**src/shared/sdirx_pkg.sv**
```systemverilog
// constants shared by the receiver clock and reset scheme block
// assumes a single 10 MHz system clock and a synchronous active-low reset
package sdirx_pkg;
   // system clock rate, used to turn times into cycles
   localparam int CLK_HZ = 10_000_000;
   // video format: two pixels per clock, ten bits per component, 4:2:2
   localparam int PIXELS_PER_CLOCK = 2;
   localparam int BITS_PER_COMPONENT = 10;
   localparam int COMPONENTS_PER_PIXEL = 2;
   localparam int PIX_W = PIXELS_PER_CLOCK * COMPONENTS_PER_PIXEL * BITS_PER_COMPONENT;
   // crossing buffer depth in words
   localparam int FIFO_DEPTH = 8;
   // sd sample cadence: short and long gap between enables
   localparam logic [2:0] CAD_SHORT = 3'h5;
   localparam logic [2:0] CAD_LONG = 3'h6;
   // lock window field width and lock counter reset value
   localparam int LOCK_W = 16;
   localparam logic [15:0] LOCK_CNT_RST = 16'h0000;
   // synchroniser: pin bits and their asserted reset values
   localparam int SYNC_W = 4;
   localparam int SYNC_REG_N = 0;
   localparam int SYNC_VID_N = 1;
   localparam int SYNC_CORE = 2;
   localparam int SYNC_STABLE = 3;
   localparam logic [3:0] SYNC_RST = 4'h4;
   // cadence counter reset
   localparam logic [2:0] CAD_CNT_RST = 3'h0;
endpackage : sdirx_pkg
```
**src/design/sdirx_clkrst.sv**
```systemverilog
// clock-enable cadence, reset fan-out, lock detect and pixel buffer of the receiver
// assumes one system clock; reset pins and the stable flag arrive asynchronously
`timescale 1ns/1ps
module sdirx_clkrst (
   // clock, enable, block reset
   input wire logic clk,
   input wire logic clk_en,
   input wire logic resetn,
   // subsystem reset pins
   input wire logic reg_resetn_pin,
   input wire logic video_resetn_pin,
   input wire logic core_reset_pin,
   // mode and lock control
   input wire logic sd_mode,
   input wire logic video_stable_pin,
   input wire logic [sdirx_pkg::LOCK_W-1:0] lock_window,
   // fanned-out resets
   output logic core_reg_resetn,
   output logic core_stream_resetn,
   output logic core_rx_reset,
   output logic bridge_reset,
   // status
   output logic sd_sample_enable,
   output logic video_locked,
   output logic overflow,
   output logic underflow,
   // incoming pixel stream
   input wire logic in_valid,
   output logic in_ready,
   input wire logic [sdirx_pkg::PIX_W-1:0] in_data,
   // outgoing pixel stream
   output logic out_valid,
   input wire logic out_ready,
   output logic [sdirx_pkg::PIX_W-1:0] out_data
);
   logic [sdirx_pkg::SYNC_W-1:0] sync1_q; // first stage, read only by second
   logic [sdirx_pkg::SYNC_W-1:0] sync2_q; // synchronised pins
   logic [sdirx_pkg::SYNC_W-1:0] pins;
   logic core_rst; // block reset or receive reset
   logic [2:0] cad_cnt_q; // cycles since last sample enable
   logic cad_long_q; // next gap is the long one
   logic [2:0] cad_limit;
   logic [sdirx_pkg::LOCK_W-1:0] lock_cnt_q; // consecutive stable cycles
   logic [sdirx_pkg::LOCK_W-1:0] lock_cnt_inc;
   logic take; // sample qualifies this cycle
   logic fifo_wr_ready;
   logic fifo_rd_valid;
   logic fifo_rd_ready;
   logic [sdirx_pkg::PIX_W-1:0] fifo_rd_data;
   logic sd_sample_enable_q;
   logic video_locked_q;
   logic overflow_q;
   logic underflow_q;
   logic out_valid_q;
   logic [sdirx_pkg::PIX_W-1:0] out_data_q;
   logic core_reg_resetn_q;
   logic core_stream_resetn_q;
   logic core_rx_reset_q;
   logic bridge_reset_q;

   assign pins = {video_stable_pin, core_reset_pin, video_resetn_pin, reg_resetn_pin};

   // two-stage synchroniser per pin
   genvar gi;
   for (gi = 0; gi < sdirx_pkg::SYNC_W; gi++) begin : g_sync
      always_ff @(posedge clk) begin
         if (!resetn) begin
            sync1_q[gi] <= sdirx_pkg::SYNC_RST[gi];
            sync2_q[gi] <= sdirx_pkg::SYNC_RST[gi];
         end else if (clk_en) begin
            sync1_q[gi] <= pins[gi];
            sync2_q[gi] <= sync1_q[gi];
         end
      end
   end

   // receive reset as seen by core and bridge logic here
   assign core_rst = !resetn || sync2_q[sdirx_pkg::SYNC_CORE];

   // reset fan-out, each domain reset kept to its own targets
   always_ff @(posedge clk) begin
      if (!resetn) begin
         core_reg_resetn_q <= 1'b0;
         core_stream_resetn_q <= 1'b0;
         core_rx_reset_q <= 1'b1;
         bridge_reset_q <= 1'b1;
      end else if (clk_en) begin
         core_reg_resetn_q <= sync2_q[sdirx_pkg::SYNC_REG_N];
         core_stream_resetn_q <= sync2_q[sdirx_pkg::SYNC_VID_N];
         core_rx_reset_q <= sync2_q[sdirx_pkg::SYNC_CORE];
         bridge_reset_q <= sync2_q[sdirx_pkg::SYNC_CORE];
      end
   end

   // sd cadence: gaps alternate five and six cycles
   assign cad_limit = cad_long_q ? sdirx_pkg::CAD_LONG : sdirx_pkg::CAD_SHORT;

   always_ff @(posedge clk) begin
      if (core_rst) begin
         cad_cnt_q <= sdirx_pkg::CAD_CNT_RST;
         cad_long_q <= 1'b0;
         sd_sample_enable_q <= 1'b0;
      end else if (clk_en) begin
         if (!sd_mode) begin
            // hd and above: every cycle carries data
            cad_cnt_q <= sdirx_pkg::CAD_CNT_RST;
            cad_long_q <= 1'b0;
            sd_sample_enable_q <= 1'b1;
         end else if (cad_cnt_q == cad_limit - 3'h1) begin
            cad_cnt_q <= sdirx_pkg::CAD_CNT_RST;
            cad_long_q <= !cad_long_q;
            sd_sample_enable_q <= 1'b1;
         end else begin
            cad_cnt_q <= cad_cnt_q + 3'h1;
            sd_sample_enable_q <= 1'b0;
         end
      end
   end

   // lock detect: any unstable cycle restarts the count
   assign lock_cnt_inc = (&lock_cnt_q) ? lock_cnt_q : lock_cnt_q + 16'h0001;

   always_ff @(posedge clk) begin
      if (core_rst) begin
         lock_cnt_q <= sdirx_pkg::LOCK_CNT_RST;
         video_locked_q <= 1'b0;
      end else if (clk_en) begin
         if (!sync2_q[sdirx_pkg::SYNC_STABLE]) begin
            lock_cnt_q <= sdirx_pkg::LOCK_CNT_RST;
            video_locked_q <= 1'b0;
         end else begin
            lock_cnt_q <= lock_cnt_inc;
            video_locked_q <= (lock_cnt_inc >= lock_window);
         end
      end
   end

   // in sd mode only enabled cycles carry a sample
   assign take = in_valid && (!sd_mode || sd_sample_enable_q);

   // pixel buffer between the receive side and the output stage
   sdirx_fifo #(
      .WIDTH(sdirx_pkg::PIX_W),
      .DEPTH(sdirx_pkg::FIFO_DEPTH)
   ) u_fifo (
      .clk(clk),
      .clk_en(clk_en),
      .rst(core_rst),
      .wr_valid(take),
      .wr_ready(fifo_wr_ready),
      .wr_data(in_data),
      .rd_valid(fifo_rd_valid),
      .rd_ready(fifo_rd_ready),
      .rd_data(fifo_rd_data)
   );

   // output stage drains when empty or when the sink takes the word
   assign fifo_rd_ready = !out_valid_q || out_ready;

   // conversion stage: only the block reset touches it, never the receive reset
   always_ff @(posedge clk) begin
      if (!resetn) begin
         out_valid_q <= 1'b0;
         out_data_q <= '0;
      end else if (clk_en && fifo_rd_ready) begin
         out_valid_q <= fifo_rd_valid;
         out_data_q <= fifo_rd_data;
      end
   end

   // sticky crossing errors, cleared only by block reset
   always_ff @(posedge clk) begin
      if (!resetn) begin
         overflow_q <= 1'b0;
         underflow_q <= 1'b0;
      end else if (clk_en) begin
         if (take && !fifo_wr_ready) begin
            overflow_q <= 1'b1;
         end
         if (video_locked_q && out_ready && !out_valid_q) begin
            underflow_q <= 1'b1;
         end
      end
   end

   // outputs straight from flops
   assign core_reg_resetn = core_reg_resetn_q;
   assign core_stream_resetn = core_stream_resetn_q;
   assign core_rx_reset = core_rx_reset_q;
   assign bridge_reset = bridge_reset_q;
   assign sd_sample_enable = sd_sample_enable_q;
   assign video_locked = video_locked_q;
   assign overflow = overflow_q;
   assign underflow = underflow_q;
   assign in_ready = fifo_wr_ready;
   assign out_valid = out_valid_q;
   assign out_data = out_data_q;
endmodule : sdirx_clkrst

```
**src/design/sdirx_fifo.sv**
```systemverilog
// small synchronous fifo with valid/ready on both sides
// assumes depth is a power of two and a synchronous active-high reset
`timescale 1ns/1ps
module sdirx_fifo #(
   parameter int WIDTH = 40,
   parameter int DEPTH = 8
) (
   // clock, enable, reset
   input wire logic clk,
   input wire logic clk_en,
   input wire logic rst,
   // write side
   input wire logic wr_valid,
   output logic wr_ready,
   input wire logic [WIDTH-1:0] wr_data,
   // read side
   output logic rd_valid,
   input wire logic rd_ready,
   output logic [WIDTH-1:0] rd_data
);
   localparam int AW = $clog2(DEPTH);
   localparam logic [AW:0] FULL_CNT = (AW+1)'(DEPTH);

   logic [WIDTH-1:0] mem_q [DEPTH]; // storage array
   logic [AW-1:0] wr_ptr_q; // next slot to write
   logic [AW-1:0] rd_ptr_q; // next slot to read
   logic [AW:0] count_q; // words held
   logic [AW:0] count_d;
   logic not_full_q; // registered ready
   logic not_empty_q; // registered valid
   logic push;
   logic pop;

   assign push = wr_valid && not_full_q;
   assign pop = rd_ready && not_empty_q;
   assign wr_ready = not_full_q;
   assign rd_valid = not_empty_q;
   assign rd_data = mem_q[rd_ptr_q];

   // occupancy arithmetic
   always_comb begin
      count_d = count_q;
      if (push && !pop) begin
         count_d = count_q + 1'b1;
      end else if (pop && !push) begin
         count_d = count_q - 1'b1;
      end
   end

   // pointers and flags, flags derived from next count so they stay honest
   always_ff @(posedge clk) begin
      if (rst) begin
         wr_ptr_q <= '0;
         rd_ptr_q <= '0;
         count_q <= '0;
         not_full_q <= 1'b1;
         not_empty_q <= 1'b0;
      end else if (clk_en) begin
         if (push) begin
            wr_ptr_q <= wr_ptr_q + 1'b1;
         end
         if (pop) begin
            rd_ptr_q <= rd_ptr_q + 1'b1;
         end
         count_q <= count_d;
         not_full_q <= (count_d != FULL_CNT);
         not_empty_q <= (count_d != '0);
      end
   end

   // storage, no reset needed on data
   always_ff @(posedge clk) begin
      if (clk_en && push) begin
         mem_q[wr_ptr_q] <= wr_data;
      end
   end
endmodule : sdirx_fifo

```
**config.mk**
```make
export PLATFORM = sky130hd
export DESIGN_NAME = sdirx_clkrst
export DESIGN_NICKNAME = d
export VERILOG_FILES = /design/src/shared/sdirx_pkg.sv /design/src/design/sdirx_clkrst.sv /design/src/design/sdirx_fifo.sv
export SDC_FILE = /design/constraint.sdc
export NUM_CORES = 1
export LEC_CHECK = 0
export BUFFER_PORTS_ARGS = -buffer_cell sky130_fd_sc_hd__buf_2
export CORE_ASPECT_RATIO = 0.8
export CORE_UTILIZATION = 45
export DETAILED_ROUTE_END_ITERATION = 8
export PLACE_DENSITY = 0.59
export REMOVE_ABC_BUFFERS = 1
export SLEW_MARGIN = 20
export SYNTH_ARGS = -nofsm -noshare
export SYNTH_HDL_FRONTEND = slang
export SYNTH_HIERARCHICAL = 1
export SYNTH_SLANG_ARGS = --single-unit
```
**constraint.sdc**
```tcl
create_clock -name clk -period 16.4 [get_ports clk]
set_input_delay 4.92 -clock clk [delete_from_list [all_inputs] [get_ports clk]]
set_output_delay 4.92 -clock clk [all_outputs]
set_load 0.005 [all_outputs]
```
==> results of run 1 <==
-- power by group through the flow --
stage	logic [mW]	registers (mW)	clock network [mW]
4_1_cts	0.0567	1.13	1.01
3_3_place_gp	0.0552	1.16	0
3_5_place_dp	0.0566	1.16	0
6_report	0.0549	1.13	0.981
5_1_grt	0.0628	1.13	1.05
2_1_floorplan	0.0216	1.16	0
-- sequential cells by signal, summed over array words and instances, names as in the netlist, 3 cells and up, named ones only --
signal and count:
u_fifo/count_q 4, u_fifo/mem_q 320, lock_cnt_q 16, sync2_q 4, u_fifo/rd_ptr_q 3, out_data 40
cad_cnt_q 3, sync1_q 4, u_fifo/wr_ptr_q 3
-- path summary, 6_finish.rpt --
path            startpoint  depth (start not counted)  slack (ns)             endpoint
min reg2reg      underflow                          1        0.46            underflow
max reg2reg  lock_cnt_q[0]                         11       12.96         video_locked
max                sd_mode                          7        9.59  u_fifo/mem_q[6][22]
min              underflow                          1        0.46            underflow
-- area by class of cell --
type,instances,area [sq um]
Antenna cell,1,2.502
Fill cell,2953,17010
Inverter,22,82.58
Tap cell,480,600.6
Clock buffer,53,1102
Timing Repair Buffer,128,673.1
Multi-Input combinational cell,523,4841
Sequential cell,411,11440
Clock inverter,25,321.6
-- per-layer routing --
metal,GRT usage [%],up-vias,share of wire [%]
li1,-,4119,-
met1,26.05,4397,49
met2,26.90,187,45
met3,3.316,46,4.9
met4,3.903,4,1.5
met5,0,-,0.088
-- logic make-up after synthesis --
| group | synth area share, % |
|---|---|
| flip-flops | 69.08 |
| AND/OR/NAND/NOR | 6.797 |
| multiplexers | 14.84 |
| AO/OA/AOI/OAI | 4.378 |
| buffers and inverters | 2.026 |
| XOR/XNOR | 1.217 |
| adder cells (fa/ha/maj) | 1.663 |
-- critical path, delay by kind of cell --
kind	cells	cell delay, ns
AND/OR/NAND/NOR	4	0.95
AO/OA/AOI/OAI	1	0.39
buffers and inverters	2	0.69
-- synthesized netlist by cell type (14+ instances only) --
library cell	count
edfxtp_1	320
nand2_1	116
dfxtp_1	91
mux4_2	80
a21boi_0	42
mux2_2	41
nor2_1	34
clkbuf_1	29
ha_1	22
inv_1	20
mux2i_1	17
a21oi_1	16
o21ai_0	14
-- per-stage QoR --
| stage | instances | hold WS (ns) | instance area, sq um | power, mW | util (%) |
|---|---|---|---|---|---|
| after floorplan | 956 | 0.4399 | 16300 | 1.178 | - |
| after global placement | 1564 | 0.4493 | 17640 | 1.210 | 48.89 |
| after detailed placement | 1564 | 0.4485 | 17640 | 1.212 | 48.89 |
| after CTS | 1642 | 0.4618 | 19060 | 2.196 | 52.84 |
| after global routing | 1642 | 0.4822 | 19060 | 2.242 | 52.84 |
| final | 1643 | 0.4592 | 19060 | 2.169 | 52.85 |
==> run_results.csv, run 1 <==
group,metric,value,unit
pwr,clkPwrFrac,45.2,%
logic_synthesis,synth_area_leaders,"edfxtp_1 (58%), dfxtp_1 (11%), mux4_2 (11%)",
logic_synthesis,yosysWarnings,6,
sta,tns,0,ns
detailed_routing,drc_errors,0,
run_status,status,"finished, final reports clean",
sta,worst_slack,9.595,ns
global_route,grt_use_total,17.53,%
detailed_routing,wire_per_inst,19.39,um
setup_path,arrival,6.97,ns
floorplanning,ios,116,
global_route,antenna_found_initial,3,
sta,setup_viol,0,
final_layout,layout_common_cells,"edfxtp_1 (320), nand2_1 (115), buf_2 (115)",
logic_synthesis,syn_inst,1008,
global_route,grt_max_degree,69,
job,drv_cap,0,
clock_network,cts_resized,0,
setup_path,setup.worst_path.class,"in -> reg",
logic_synthesis,synth_area,16550,sq um
sta,tightest_slew,1.063,ns
clock_network,htreeDepth,2,
clock_network,cts.sinks,411,
clock_network,cts_setup_buffers,0,
clock_network,clk_pin_slew,0.06,ns
floorplanning,dieArea,37550,sq um
setup_path,start_kind,"input pin",
place,place_ws,9.042,ns
final_layout,area_delta_synth_final,15.20,%
floorplanning,coreArea,36070,sq um
final_layout,drive_above_1_share,29.17,%
detailed_routing,via_per_inst,5.327,
logic_synthesis,async_flop_share,0,%
logic_synthesis,ys_types,60,
place,hpwlAfterDp,18260,um
global_route,grt_pass1_wl,50860,um
setup_path,max_stage_delay,0.58,ns
floorplanning,die_h,173.5,um
setup_path,worstPathCellList,"buf_2, a21boi_0, and2_1, nand2_1, or2_2, nor2_4, buf_4",
sta,post-route-min-period,6.805,ns
detailed_routing,ant_nets,0,
sta,relSlewSlack,29.12,%
logic_synthesis,ys.flop_type,"edfxtp_1",
sta,fmax,146.9,MHz
place,gp_congestion,0.7757,
setup_path,crit_slowest_cell,"buf_4",
sta,drv_slew,0,
final_layout,nets,1216,
logic_synthesis,synth_area_per_cell,16.42,sq um
floorplanning,die_w,216.4,um
pwr,vdd_drop_max,0.06985,mV
floorplanning,start_util,45.88,%
detailed_routing,via_count,8753,
sta,fin_skew,0.01647,ns
clock_network,cts-root-buf,"clkbuf_16",
pwr,power_leakage,6.586,nW
clock_network,cts_buffers,42,
pwr,p_int,1.742,mW
clock_network,clock_path_buffers,3,
setup_path,cp_data_required_time,16.56,ns
sta,period_share,41.50,%
global_route,grt_pass1_vias,8799,
floorplanning,rows,62,
pwr,power.switching,0.4272,mW
place,io_buffers,115,
final_layout,layout_commonest_cell,"edfxtp_1",
clock_network,clock_latency,0.55,ns
pwr,seqPwrFrac,52.2,%
pwr,combPwrFrac,2.5,%
clock_network,cts_tree,"built",
min_path,hold_path_class,"reg -> reg",
logic_synthesis,yosysTopAreaCell,"edfxtp_1",
clock_network,ctsHoldBuffers,0,
logic_synthesis,synth_top_area_share,58.07,%
setup_path,critPathCaptureType,"flip-flop",
pwr,sw_frac_of_total,19.70,%
sta,finalHoldViolations,0,
sta,grt_setup_unrepaired,"false",
pwr,p_per_area,113.8,nW/um^2
detailed_routing,drt_wl_total,31860,um
setup_path,worstPathMaxFanout,40,
logic_synthesis,synth_edf_count,320,
detailed_routing,drt_first_pass_iters,4,
logic_synthesis,ys_ff_latch,411,
logic_synthesis,ys_seq_area_share,69.08,%
global_route,grt-ovfl-total,0,
detailed_routing,drt_first_iter_violations,570,
Note: power is estimated with default switching activity, not from simulation.
==> run 2: changes to the inputs <==
Settings changed: PLACE_DENSITY 0.59 to 0.62.
Clock period 16.4 ns to 6 ns, I/O delays scaled along.
==> run 2 against run 1 <==
Via count grew 0.37%. Sequential share of layout area grew 0.32 points. Largest cell class unchanged. Setup slack lost 7.6 ns. Power grew to 2.6 times the previous value. Count of clock-buffer cells in the layout grew 8. Design area shrank 0.54%.
==> run_results.csv, run 2 (synthesis gave the netlist of run 1 again) <==
group,metric,value,unit
clock_network,cts_setup_buffers,0,
final_layout,largest_register,"u_fifo/mem_q",
floorplanning,start_util,45.88,%
detailed_routing,drt_wl_total,33170,um
pwr,power_leakage,6.543,nW
clock_network,clk_pin_slew,0.06,ns
place,placed_area,17670,sq um
pwr,clkPwrFrac,42.9,%
setup_path,critPathCaptureType,"flip-flop",
clock_network,clock_path_buffers,3,
sta,drv_slew,0,
sta,hold_ws,0.4566,ns
sta,tightest_slew,0.9512,ns
setup_path,crit_slowest_cell,"buf_4",
sta,grt_setup_unrepaired,"false",
sta,period_share,66.49,%
setup_path,max_stage_delay,0.49,ns
final_layout,largest_register_ff_count,320,
setup_path,worstPathCellList,"buf_2, a21boi_0, and2_1, nand2_1, or2_2, nor2_4, buf_4",
global_route,use_met3,3.439,%
floorplanning,rows,62,
clock_network,cts_buffers,42,
final_layout,final_cells,1647,
global_route,antenna_found_initial,4,
floorplanning,ios,116,
clock_network,cts-root-buf,"clkbuf_16",
sta,setup_viol,0,
pwr,total_power,5.689,mW
pwr,p_int,4.532,mW
pwr,sw_frac_of_total,20.34,%
sta,fin_skew,0.01447,ns
sta,relSlewSlack,36.36,%
sta,worst_slack,2.011,ns
clock_network,ctsHoldBuffers,0,
clock_network,cts.sinks,411,
final_layout,layout_commonest_cell,"edfxtp_1",
place,io_buffers,115,
final_layout,nets,1221,
detailed_routing,drt_first_iter_violations,538,
pwr,p_per_area,300.0,nW/um^2
detailed_routing,drc_errors,0,
sta,post-route-min-period,3.989,ns
detailed_routing,wire_per_inst,20.14,um
global_route,grt_max_degree,58,
final_layout,fill_cells,2953,
floorplanning,die_h,173.5,um
sta,fmax,250.7,MHz
setup_path,worstPathMaxFanout,26,
global_route,top_usage_layer,"met1",
place,hpwlAfterDp,20510,um
detailed_routing,ant_nets,0,
clock_network,htreeDepth,2,
pwr,power.switching,1.157,mW
setup_path,crit_family,"simple AND/OR/NAND/NOR gates",
detailed_routing,drt_first_pass_iters,5,
global_route,grt-ovfl-total,0,
global_route,grt_pass1_vias,8902,
detailed_routing,via_per_inst,5.334,
clock_network,clock_latency,0.54,ns
place,dp.cells,1569,
setup_path,cp_data_required_time,6.18,ns
place,gp_congestion,0.7692,
setup_path,worst-path-buf-inv,2,
job,drv_cap,0,
global_route,grt_use_total,18.22,%
sta,tns,0,ns
floorplanning,coreArea,36070,sq um
pwr,seqPwrFrac,54.4,%
run_status,status,"finished, final reports clean",
setup_path,arrival,4.17,ns
pwr,combPwrFrac,2.7,%
final_layout,drive_above_1_share,29.53,%
global_route,grt_pass1_wl,52320,um
final_layout,final_cell_area,18960,sq um
global_route,grtUsageMet2,26.63,%
final_layout,area_delta_synth_final,14.58,%
min_path,hold_path_class,"reg -> reg",
setup_path,setup.worst_path.class,"in -> reg",
final_layout,layout_common_cells,"edfxtp_1 (320), nand2_1 (115), buf_2 (115)",
clock_network,cts_resized,0,
global_route,met1_usage,27.79,%
clock_network,cts_tree,"built",
final_layout,fin_util,52.56,%
sta,finalHoldViolations,0,
detailed_routing,via_count,8785,
place,place_ws,1.465,ns
pwr,vdd_drop_max,0.2144,mV
floorplanning,die_w,216.4,um
setup_path,start_kind,"input pin",
floorplanning,dieArea,37550,sq um
[run 2: final cells by class]
cell class              instances  area, sq um  area share, %
flip-flops and latches        411        11440          60.33
clock buffers                  61         1194          6.295
diodes                          2        5.005        0.02640
inverters                      22        82.58         0.4355
multi-input cells             523         4841          25.53
clock inverters                15        87.58         0.4619
repair buffers                133        710.7          3.748
well taps                     480        600.6          3.167
[run 2: worst register-to-register path, cell delays in order (launching register included)]
cell and delay, ns:
dfxtp_1 0.49, ha_1 0.30, nand4_2 0.20, nor3_4 0.35, nand2_4 0.21, xnor2_1 0.18
ha_1 0.27, nand2b_1 0.17, a211oi_1 0.25, o21bai_1 0.10, a221oi_1 0.57, o21ai_0 0.20
[run 2: path summary, 6_finish.rpt]
kind,startpoint,endpoint,slack [ns],cells after the start
hold / removal,out_data[27],out_data[27],0.46,2
setup / recovery,sd_mode,u_fifo/mem_q[6][13],2.01,7
setup reg to reg,lock_cnt_q[0],video_locked,2.59,11
hold reg to reg,out_data[27],out_data[27],0.46,2
[run 2: per-layer routing]
layer	share of wire (%)	up-vias
met5	0.069	-
li1	-	4129
met2	44	181
met3	4.5	51
met1	49	4420
met4	1.8	4
[run 2: power groups by stage]
| stage | clock, mW | combinational, mW | sequential, mW |
|---|---|---|---|
| after floorplan | 0 | 0.0590 | 3.16 |
| after detailed placement | 0 | 0.158 | 3.16 |
| after global routing | 2.60 | 0.173 | 3.10 |
| final | 2.44 | 0.154 | 3.10 |
| after CTS | 2.50 | 0.158 | 3.10 |
| after global placement | 0 | 0.154 | 3.16 |
